**config.mk**
```make
export PLATFORM = sky130hd
export DESIGN_NAME = paired_timer_32bit
export DESIGN_NICKNAME = d
export VERILOG_FILES = /design/src/paired_timer_pkg.sv /design/src/timer_lane.sv /design/src/paired_timer_32bit.sv
export VERILOG_INCLUDE_DIRS = /design/src
export SDC_FILE = /design/constraint.sdc
export NUM_CORES = 1
export LEC_CHECK = 0
export ABC_AREA = 1
export ABC_CLOCK_PERIOD_IN_PS = 2550
export BUFFER_PORTS_ARGS = -buffer_cell sky130_fd_sc_hd__buf_2
export CORE_MARGIN = 8
export CORE_UTILIZATION = 57
export DETAILED_ROUTE_END_ITERATION = 8
export PLACE_DENSITY = 0.8
export SLEW_MARGIN = 20
export SYNTH_ARGS = -nofsm -noshare
export SYNTH_HDL_FRONTEND = slang
export SYNTH_SLANG_ARGS = --single-unit
export TNS_END_PERCENT = 100
```
**constraint.sdc**
```tcl
create_clock -name clk_i -period 2.55 [get_ports clk_i]
set_input_delay 0.51 -clock clk_i [delete_from_list [all_inputs] [get_ports clk_i]]
set_output_delay 0.51 -clock clk_i [all_outputs]
set_load 0.1 [all_outputs]
```
**src/paired_timer_consts.svh**
```systemverilog
// constants for the paired 32-bit timer: offsets, field positions, resets
// assumes inclusion by bare name from the package only; the timer files get the macros through it
`ifndef PAIRED_TIMER_CONSTS_SVH
`define PAIRED_TIMER_CONSTS_SVH
`define PT_ADR_LOW_CTRL 4'h0
`define PT_ADR_HIGH_CTRL 4'h1
`define PT_ADR_LOW_PERIOD 4'h2
`define PT_ADR_HIGH_PERIOD 4'h3
`define PT_ADR_LOW_COUNT 4'h4
`define PT_ADR_HIGH_COUNT 4'h5
`define PT_ADR_STATUS 4'h6
`define PT_ADR_IDLE 4'h7
`define PT_BIT_RUN 15
`define PT_BIT_IDLE_STOP 13
`define PT_BIT_GATE 6
`define PT_BIT_PS_HI 5
`define PT_BIT_PS_LO 4
`define PT_BIT_PAIR 3
`define PT_BIT_CLK_SRC 1
`define PT_LOW_CTRL_MASK 16'ha07a
`define PT_HIGH_CTRL_MASK 16'ha072
`define PT_CTRL_RESET 16'h0000
`define PT_PERIOD_RESET 16'hffff
`define PT_COUNT_RESET 16'h0000
`define PT_PS_DIV1 2'h0
`define PT_PS_DIV8 2'h1
`define PT_PS_DIV64 2'h2
`define PT_PS_DIV256 2'h3
`define PT_PS_MAX8 8'h07
`define PT_PS_MAX64 8'h3f
`define PT_PS_MAX256 8'hff
`endif

```
**src/paired_timer_pkg.sv**
```systemverilog
// types shared by the paired timer files
// assumes paired_timer_consts.svh sits in the same folder
package paired_timer_pkg;
  `include "paired_timer_consts.svh"
  // decoded control fields of one timer
  typedef struct packed {
    logic run;
    logic idle_stop;
    logic gate;
    logic [1:0] prescale;
    logic clk_src;
  } timer_ctrl_type;
  // time bases offered to capture, compare and converter logic
  typedef struct packed {
    logic [15:0] low_count;
    logic [15:0] high_count;
    logic low_tick;
    logic high_tick;
    logic pair_mode;
  } time_base_type;
endpackage : paired_timer_pkg

```
**src/timer_lane.sv**
```systemverilog
// one 16-bit timer lane: prescaler, gate, edge detect and clock enable
// assumes synchronous pin inputs; emits one-cycle count enables
`timescale 1ns/100ps
module timer_lane
  import paired_timer_pkg::*;
(
  input wire logic clk_i,
  input wire logic rst_i,
  input wire timer_ctrl_type ctrl_i,
  input wire logic halt_i,
  input wire logic ext_clk_i,
  input wire logic gate_i,
  input wire logic clear_ps_i,
  output logic tick_o,
  output logic gate_fall_o
);
  logic [7:0] ps_cnt_r;
  logic ext_d_r;
  logic gate_d_r;
  logic [7:0] ps_max;
  logic raw_tick;
  logic gated;
  // gate only meaningful with internal clock
  assign gated = ctrl_i.gate & ~ctrl_i.clk_src;
  // prescale division ratio
  always_comb begin
    case (ctrl_i.prescale)
      `PT_PS_DIV8: ps_max = `PT_PS_MAX8;
      `PT_PS_DIV64: ps_max = `PT_PS_MAX64;
      `PT_PS_DIV256: ps_max = `PT_PS_MAX256;
      default: ps_max = 8'h00;
    endcase
  end
  // input event: rising pin edge, or every internal clock while ungated or gate pin high
  always_comb begin
    if (ctrl_i.clk_src) begin
      raw_tick = ext_clk_i & ~ext_d_r;
    end else begin
      raw_tick = ~gated | gate_i;
    end
  end
  // pin history for edge detection
  always_ff @(posedge clk_i) begin
    if (rst_i) begin
      ext_d_r <= 1'b0;
      gate_d_r <= 1'b0;
    end else begin
      ext_d_r <= ext_clk_i;
      gate_d_r <= gate_i;
    end
  end
  // prescale counter
  always_ff @(posedge clk_i) begin
    if (rst_i || clear_ps_i || !ctrl_i.run) begin
      ps_cnt_r <= 8'h00;
    end else if (raw_tick && !halt_i) begin
      if (ps_cnt_r >= ps_max) begin
        ps_cnt_r <= 8'h00;
      end else begin
        ps_cnt_r <= ps_cnt_r + 8'h01;
      end
    end
  end
  assign tick_o = ctrl_i.run & ~halt_i & raw_tick & (ps_cnt_r >= ps_max);
  // gate falling edge ends an accumulation
  assign gate_fall_o = ctrl_i.run & gated & gate_d_r & ~gate_i;
endmodule : timer_lane

```
**src/paired_timer_32bit.sv**
```systemverilog
// paired 16-bit timers, chainable into one 32-bit timer, wishbone slave
// assumes classic wishbone master, synchronous pins, one 50 MHz clock
//
// Behaviour
// - pair mode bit 3 of low control chains both timers into 32 bits
// - in pair mode low timer is lsw, high timer is msw
// - in pair mode high control run, gate, prescale, source are ignored
// - pair mode uses low timer clock and gate, flags via high timer flag
// - pair mode compares against high:low period, flags on match
// - running 32-bit count lives in high and low count registers
// - run bit 15 starts or stops timer; low bit drives pair
// - idle stop bit 13 halts timer in idle, else it keeps running
// - gate accumulate bit 6 acts only with internal clock
// - prescale bits 5-4 divide by 256, 64, 8 or 1
// - low clock source bit 1 picks pin rising edges or internal clock
// - high clock source picks internal clock or its own pin
// - timers are synchronous only, no asynchronous counting
// - both timers are time bases; converter trigger only in pair mode
// - unimplemented control bits read as zero
`timescale 1ns/100ps
module paired_timer_32bit
  import paired_timer_pkg::*;
(
  input wire logic clk_i,
  input wire logic rst_i,
  input wire logic wb_cyc_i,
  input wire logic wb_stb_i,
  input wire logic wb_we_i,
  input wire logic [5:0] wb_adr_i,
  input wire logic [3:0] wb_sel_i,
  input wire logic [31:0] wb_dat_i,
  output logic [31:0] wb_dat_o,
  output logic wb_ack_o,
  input wire logic idle_i,
  input wire logic low_ext_clock_pin_i,
  input wire logic high_ext_clock_pin_i,
  output time_base_type time_base_o,
  output logic low_timer_flag_o,
  output logic high_timer_flag_o,
  output logic converter_trigger_o
);
  logic [15:0] low_ctrl_r;
  logic [15:0] high_ctrl_r;
  logic [15:0] low_period_r;
  logic [15:0] high_period_r;
  logic [15:0] low_count_r;
  logic [15:0] high_count_r;
  logic low_flag_r;
  logic high_flag_r;
  logic trig_r;
  logic ack_r;
  logic [31:0] rd_data_r;
  logic pair_mode;
  timer_ctrl_type low_ctrl;
  timer_ctrl_type high_ctrl;
  logic low_halt;
  logic high_halt;
  logic low_tick;
  logic high_tick_lane;
  logic high_tick;
  logic low_gfall;
  logic high_gfall;
  logic low_match;
  logic high_match;
  logic pair_match;
  logic [31:0] pair_count;
  logic [31:0] pair_period;
  logic wr_req;
  logic [3:0] reg_idx;
  logic wr_low_count;
  logic wr_high_count;
  logic wr_status;

  // decode the control word into fields
  function automatic timer_ctrl_type decode_ctrl(input logic [15:0] w);
    timer_ctrl_type c;
    c.run = w[`PT_BIT_RUN];
    c.idle_stop = w[`PT_BIT_IDLE_STOP];
    c.gate = w[`PT_BIT_GATE];
    c.prescale = w[`PT_BIT_PS_HI:`PT_BIT_PS_LO];
    c.clk_src = w[`PT_BIT_CLK_SRC];
    return c;
  endfunction : decode_ctrl

  // masked byte-lane merge of a 16-bit register
  function automatic logic [15:0] merge16(input logic [15:0] old,
                                           input logic [15:0] nw,
                                           input logic [1:0] sel);
    logic [15:0] r;
    r = old;
    if (sel[0]) begin
      r[7:0] = nw[7:0];
    end
    if (sel[1]) begin
      r[15:8] = nw[15:8];
    end
    return r;
  endfunction : merge16

  assign pair_mode = low_ctrl_r[`PT_BIT_PAIR];
  assign low_ctrl = decode_ctrl(low_ctrl_r);
  // in pair mode the high lane is idle; only its idle stop bit still acts
  always_comb begin
    high_ctrl = decode_ctrl(high_ctrl_r);
    if (pair_mode) begin
      high_ctrl.run = 1'b0;
    end
  end
  // idle stop; pair mode halts if either idle stop bit is set
  assign low_halt = idle_i & (low_ctrl.idle_stop |
                    (pair_mode & high_ctrl_r[`PT_BIT_IDLE_STOP]));
  assign high_halt = idle_i & high_ctrl.idle_stop;

  // low lane clocks the pair as well
  timer_lane u_low_lane (
    .clk_i(clk_i),
    .rst_i(rst_i),
    .ctrl_i(low_ctrl),
    .halt_i(low_halt),
    .ext_clk_i(low_ext_clock_pin_i),
    .gate_i(low_ext_clock_pin_i),
    .clear_ps_i(wr_low_count),
    .tick_o(low_tick),
    .gate_fall_o(low_gfall)
  );

  timer_lane u_high_lane (
    .clk_i(clk_i),
    .rst_i(rst_i),
    .ctrl_i(high_ctrl),
    .halt_i(high_halt),
    .ext_clk_i(high_ext_clock_pin_i),
    .gate_i(high_ext_clock_pin_i),
    .clear_ps_i(wr_high_count),
    .tick_o(high_tick_lane),
    .gate_fall_o(high_gfall)
  );

  assign high_tick = pair_mode ? low_tick : high_tick_lane;
  // period comparisons
  assign pair_count = {high_count_r, low_count_r};
  assign pair_period = {high_period_r, low_period_r};
  assign pair_match = (pair_count == pair_period);
  assign low_match = (low_count_r == low_period_r);
  assign high_match = (high_count_r == high_period_r);

  // bus decode: one aligned word per register
  assign reg_idx = wb_adr_i[5:2];
  assign wr_req = wb_cyc_i & wb_stb_i & wb_we_i & ~ack_r;
  assign wr_low_count = wr_req & (reg_idx == `PT_ADR_LOW_COUNT);
  assign wr_high_count = wr_req & (reg_idx == `PT_ADR_HIGH_COUNT);
  assign wr_status = wr_req & (reg_idx == `PT_ADR_STATUS);

  // control registers keep only implemented bits
  always_ff @(posedge clk_i) begin
    if (rst_i) begin
      low_ctrl_r <= `PT_CTRL_RESET;
      high_ctrl_r <= `PT_CTRL_RESET;
    end else if (wr_req && reg_idx == `PT_ADR_LOW_CTRL) begin
      low_ctrl_r <= merge16(low_ctrl_r, wb_dat_i[15:0], wb_sel_i[1:0]) &
                    `PT_LOW_CTRL_MASK;
    end else if (wr_req && reg_idx == `PT_ADR_HIGH_CTRL) begin
      high_ctrl_r <= merge16(high_ctrl_r, wb_dat_i[15:0], wb_sel_i[1:0]) &
                     `PT_HIGH_CTRL_MASK;
    end
  end

  // period registers
  always_ff @(posedge clk_i) begin
    if (rst_i) begin
      low_period_r <= `PT_PERIOD_RESET;
      high_period_r <= `PT_PERIOD_RESET;
    end else if (wr_req && reg_idx == `PT_ADR_LOW_PERIOD) begin
      low_period_r <= merge16(low_period_r, wb_dat_i[15:0], wb_sel_i[1:0]);
    end else if (wr_req && reg_idx == `PT_ADR_HIGH_PERIOD) begin
      high_period_r <= merge16(high_period_r, wb_dat_i[15:0], wb_sel_i[1:0]);
    end
  end

  // low count: bus write wins, else counts on its tick
  always_ff @(posedge clk_i) begin
    if (rst_i) begin
      low_count_r <= `PT_COUNT_RESET;
    end else if (wr_low_count) begin
      low_count_r <= merge16(low_count_r, wb_dat_i[15:0], wb_sel_i[1:0]);
    end else if (low_tick) begin
      if (pair_mode ? pair_match : low_match) begin
        low_count_r <= `PT_COUNT_RESET;
      end else begin
        low_count_r <= low_count_r + 16'h0001;
      end
    end
  end

  // high count: carries from low in pair mode
  always_ff @(posedge clk_i) begin
    if (rst_i) begin
      high_count_r <= `PT_COUNT_RESET;
    end else if (wr_high_count) begin
      high_count_r <= merge16(high_count_r, wb_dat_i[15:0], wb_sel_i[1:0]);
    end else if (pair_mode) begin
      if (low_tick && pair_match) begin
        high_count_r <= `PT_COUNT_RESET;
      end else if (low_tick && low_count_r == 16'hffff) begin
        high_count_r <= high_count_r + 16'h0001;
      end
    end else if (high_tick) begin
      if (high_match) begin
        high_count_r <= `PT_COUNT_RESET;
      end else begin
        high_count_r <= high_count_r + 16'h0001;
      end
    end
  end

  // sticky flags; a new event wins over a software clear
  always_ff @(posedge clk_i) begin
    if (rst_i) begin
      low_flag_r <= 1'b0;
      high_flag_r <= 1'b0;
    end else begin
      if ((!pair_mode && ((low_tick && low_match) || low_gfall))) begin
        low_flag_r <= 1'b1;
      end else if (wr_status && wb_sel_i[0] && wb_dat_i[0]) begin
        low_flag_r <= 1'b0;
      end
      if ((pair_mode && ((low_tick && pair_match) || low_gfall)) ||
          (!pair_mode && ((high_tick && high_match) || high_gfall))) begin
        high_flag_r <= 1'b1;
      end else if (wr_status && wb_sel_i[0] && wb_dat_i[1]) begin
        high_flag_r <= 1'b0;
      end
    end
  end

  // converter trigger pulse from the combined timer only
  always_ff @(posedge clk_i) begin
    if (rst_i) begin
      trig_r <= 1'b0;
    end else begin
      trig_r <= pair_mode & low_tick & pair_match;
    end
  end

  // read mux, answered one cycle after the strobe
  always_ff @(posedge clk_i) begin
    if (rst_i) begin
      rd_data_r <= 32'h0000_0000;
    end else if (wb_cyc_i && wb_stb_i && !ack_r) begin
      case (reg_idx)
        `PT_ADR_LOW_CTRL: rd_data_r <= {16'h0000, low_ctrl_r};
        `PT_ADR_HIGH_CTRL: rd_data_r <= {16'h0000, high_ctrl_r};
        `PT_ADR_LOW_PERIOD: rd_data_r <= {16'h0000, low_period_r};
        `PT_ADR_HIGH_PERIOD: rd_data_r <= {16'h0000, high_period_r};
        `PT_ADR_LOW_COUNT: rd_data_r <= {16'h0000, low_count_r};
        `PT_ADR_HIGH_COUNT: rd_data_r <= {16'h0000, high_count_r};
        `PT_ADR_STATUS: rd_data_r <= {29'h0, pair_mode, high_flag_r,
                                      low_flag_r};
        `PT_ADR_IDLE: rd_data_r <= {31'h0, idle_i};
        default: rd_data_r <= 32'h0000_0000;
      endcase
    end
  end

  // ack one cycle after strobe, dropped the next cycle
  always_ff @(posedge clk_i) begin
    if (rst_i) begin
      ack_r <= 1'b0;
    end else begin
      ack_r <= wb_cyc_i & wb_stb_i & ~ack_r;
    end
  end

  assign wb_ack_o = ack_r;
  assign wb_dat_o = rd_data_r;
  assign low_timer_flag_o = low_flag_r;
  assign high_timer_flag_o = high_flag_r;
  assign converter_trigger_o = trig_r;
  // both counts offered as time bases
  assign time_base_o = '{low_count: low_count_r, high_count: high_count_r,
                         low_tick: low_tick, high_tick: high_tick,
                         pair_mode: pair_mode};
endmodule : paired_timer_32bit

```
==> results.sh <==
export IMPL_post_synth_top_area_cell="dfxtp_1"
export IMPL_rows=40
export IMPL_grt_max_degree=40
export IMPL_die_w_um=128
export IMPL_clk_pin_slew_worst_paths_ps=50
export IMPL_layoutNonFillerInstCount=1366
export IMPL_port_buffers=84
export IMPL_first_pass_iters=6
export IMPL_p_sw_share_pct=26.6
export IMPL_slew_viol_final=0
export IMPL_async_flop_share_pct=0
export IMPL_maxCapViolCount=0
export IMPL_grt_pass1_wl_um=35800
export IMPL_fin_skew_ps=11.8
export IMPL_drtIter0Drc=1069
export IMPL_ys_top_cells_by_area="dfxtp_1, nand2_1, inv_1"
export IMPL_pwr_share_clk_pct=50.1
export IMPL_fp_dieH_um=128
export IMPL_ys_ff_latch=115
export IMPL_hold_ws_ps=320
export IMPL_nNetsFinal=1255
export IMPL_synth_avg_cell_area_um2=6.51
export IMPL_crit_top_cell="nand2_1"
export IMPL_path_cells="nor2_4 > ha_4 > inv_2 > nand2_1 > nand2_1 > nand2_1 > nand2_1 > nand2_1 > nand2_2 > nand2_2 > nand2_4 > o21ai_2 > buf_6 > buf_12"
export IMPL_drive_gt1_share_pct=18.0
export IMPL_place_hpwl_um=16400
export IMPL_place_area_um2=7680
export IMPL_leakagePower_nw=4.10
export IMPL_cp_end_kind="output port"
export IMPL_status="finished, violations left"
export IMPL_layout_setup_ws_ps=-55.0
export IMPL_syn_to_final_growth_pct=18.8
export IMPL_num_vias=7719
export IMPL_rsz0062_at_grt="true"
export IMPL_hp_class="primary input to flop"
export IMPL_synth_area_um2=7100
export IMPL_num_antenna_cells=0
export IMPL_ios=121
export IMPL_powerDensity_nw_per_um2=538
export IMPL_crit_family="simple AND/OR/NAND/NOR gates"
export IMPL_pre_cts_slack_ps=123
export IMPL_ys_warn_count=0
export IMPL_syn_inst=1092
export IMPL_cp_max_fo=4
export IMPL_viasPerCell=5.65
export IMPL_slowest_stage="dfxtp_4"
export IMPL_synth_cell_types=46
export IMPL_grt_ovfl_total=0
export IMPL_clock_fmax_ghz=0.384
export IMPL_cts_max_level=4
export IMPL_first_global_vias=7117
export IMPL_postRouteAntennaNets=0
export IMPL_finalHoldViolCount=0
export IMPL_cts_max_path_buffers=2
export IMPL_ir_worst_vdd_v=0.000356
export IMPL_wl_per_cell_um=16.7
export IMPL_p_int_w=0.00333
export IMPL_seq_power_share_pct=40.3
export IMPL_synth_edf_count=0
export IMPL_drc=0
export IMPL_worstPathRequired_ps=2040
export IMPL_cts_buffers=17
export IMPL_setup_violations=2
export IMPL_fin_crit_ps=2610
export IMPL_slew_headroom_pct=63.2
export IMPL_start_util_pct=58.7
export IMPL_synth_seq_area_share_pct=32.4
export IMPL_cts_sinks=115
export IMPL_synth_flop_cell="dfxtp_1"
export IMPL_cts_tree="done"
export IMPL_dp_cells=1328
export IMPL_max_stage_delay_ps=370
export IMPL_crit_buf_inv=3
export IMPL_path_class="flop to output port"
export IMPL_antenna_found_initial=0
export IMPL_routabilityCongestion=0.978
export IMPL_root_buffer="clkbuf_16"
export IMPL_drt_wl_total_um=22800
export IMPL_arrival_ps=2100
export IMPL_timing_final_crit_share_pct=102
export IMPL_start_kind="flop"
export IMPL_fin_setup_tns_ps=-103
export IMPL_final_design_area_no_fill_um2=8440
export IMPL_pwr_share_comb_pct=9.7
export IMPL_core_region_area_um2=12100
export IMPL_p_sw_w=0.00121
export IMPL_die_area_um2=16300
export IMPL_grt_usage_pct=27.8
export IMPL_synth_top_area_share_pct=32.4
export IMPL_insertion_delay_ps=430
export IMPL_fillers=1077
export IMPL_worst_slew_pin_slew_ps=551
export IMPL_violations="setup timing"
sequential cells by signal, summed over array words and instances (netlist names), 7 cells and up:
signal	count
high_count_r	16
high_period_r	16
low_count_r	16
low_period_r	16
wb_dat_o	16
u_high_lane.ps_cnt_r	8
u_low_lane.ps_cnt_r	8
low_ctrl_r	7
synth_stat cells, types with 2 or more instances:
library cell and number:
buf_6 4, nor2_2 11, nand2_1 277, nand2_2 13, nor3_1 20, nand3_1 40
clkinv_1 6, nor4_1 3, a22o_1 2, inv_2 14, nor2_1 109, nor3_2 2
o211ai_1 12, nand3_4 2, clkbuf_1 19, dfxtp_1 115, o21ai_0 77, a21oi_1 74
buf_2 6, a211oi_1 3, ha_1 16, xnor2_1 13, nor3b_1 5, xor2_1 27
o21ai_1 3, o221ai_1 3, inv_1 124, o31ai_1 6, nand4_1 12, or2_2 3
a31oi_1 2, buf_4 20, o21bai_1 3, o22ai_1 34
power by group through the flow:
| stage | sequential, W | clock (W) | combinational, W |
|---|---|---|---|
| 6_report | 0.00183 | 0.00227 | 0.000439 |
| 4_1_cts | 0.00183 | 0.00225 | 0.000428 |
| 2_1_floorplan | 0.00195 | 0 | 0.000253 |
| 3_3_place_gp | 0.00187 | 0 | 0.000423 |
| 5_1_grt | 0.00183 | 0.00235 | 0.000457 |
| 3_5_place_dp | 0.00187 | 0 | 0.000425 |
cells in the final DEF, fill, tap and decap left out, drive strengths merged, types with 22 or more instances in the layout:
cell type  count
o22ai         34
nor3          22
inv          138
nor2         121
nand3         42
a21oi         74
clkbuf        23
buf          115
dfxtp        115
nand2        291
o21ai         80
xor2          27
worst min-delay path: cells and delay by family:
| family | cells | cell delay (ps) |
|---|---|---|
| buffers and inverters | 2 | 130 |
| and+or+nand+nor | 1 | 70 |
kinds of logic (layout without fill, tap and decap cells):
family / after synthesis / in the layout / synth area share (%)
AOI/OAI and AO/OA: 222 / 222 / 17.6
xor gates and xnor gates: 40 / 40 / 4.93
adders and majority gates: 16 / 16 / 2.82
buffers and inverters: 196 / 287 / 12.0
DFF: 115 / 115 / 32.4
other: 1 / 16 / 0.0528
and+or+nand+nor: 502 / 502 / 30.2
stage by stage:
stage	power (W)	util, %
2_1_floorplan	0.00220	-
3_3_place_gp	0.00229	63.4
3_5_place_dp	0.00229	63.4
4_1_cts	0.00451	69.5
5_1_grt	0.00464	69.7
6_report	0.00454	69.7
routing by layer:
layer	routed length [um]	GRT usage (%)	vias to the layer above	part of all wire (%)
li1	-	-	3717	-
met1	9400	36.7	3450	41
met2	9760	40.9	495	43
met3	2880	7.36	57	13
met4	797	14.2	0	3.5
met5	0	0	-	0
worst paths after layout:
| path | end | cells after the start | start | slack [ps] |
|---|---|---|---|---|
| max | time_base_o[1] | 14 | low_ctrl_r[5] | -60 |
| min | u_low_lane.ext_d_r | 3 | low_ext_clock_pin_i | 320 |
| max reg2reg | u_high_lane.ps_cnt_r[3] | 16 | high_ctrl_r[4] | 30 |
| min reg2reg | wb_dat_o[2] | 2 | wb_dat_o[2] | 460 |
timing repair:
| action | 4_1_cts | 5_1_grt |
|---|---|---|
| hold buffers | 0 | 0 |
| buffers inserted | 9 | 1 |
| pin swaps | 9 | 8 |
| gates resized for setup | 31 | 6 |
| setup endpoints to repair | 2 | 8 |
area by class of cell:
type                    count  area (um^2)  share of cell area [%]
clock buffers              23          498                    5.90
clock inverters             5         52.6                   0.623
inverters                 144          543                    6.43
multi-input cells         796         4120                    48.8
flip-flops and latches    115         2320                    27.5
well taps                 168          210                    2.49
repair buffers            115          699                    8.29
(Power assumes the default switching activity.)
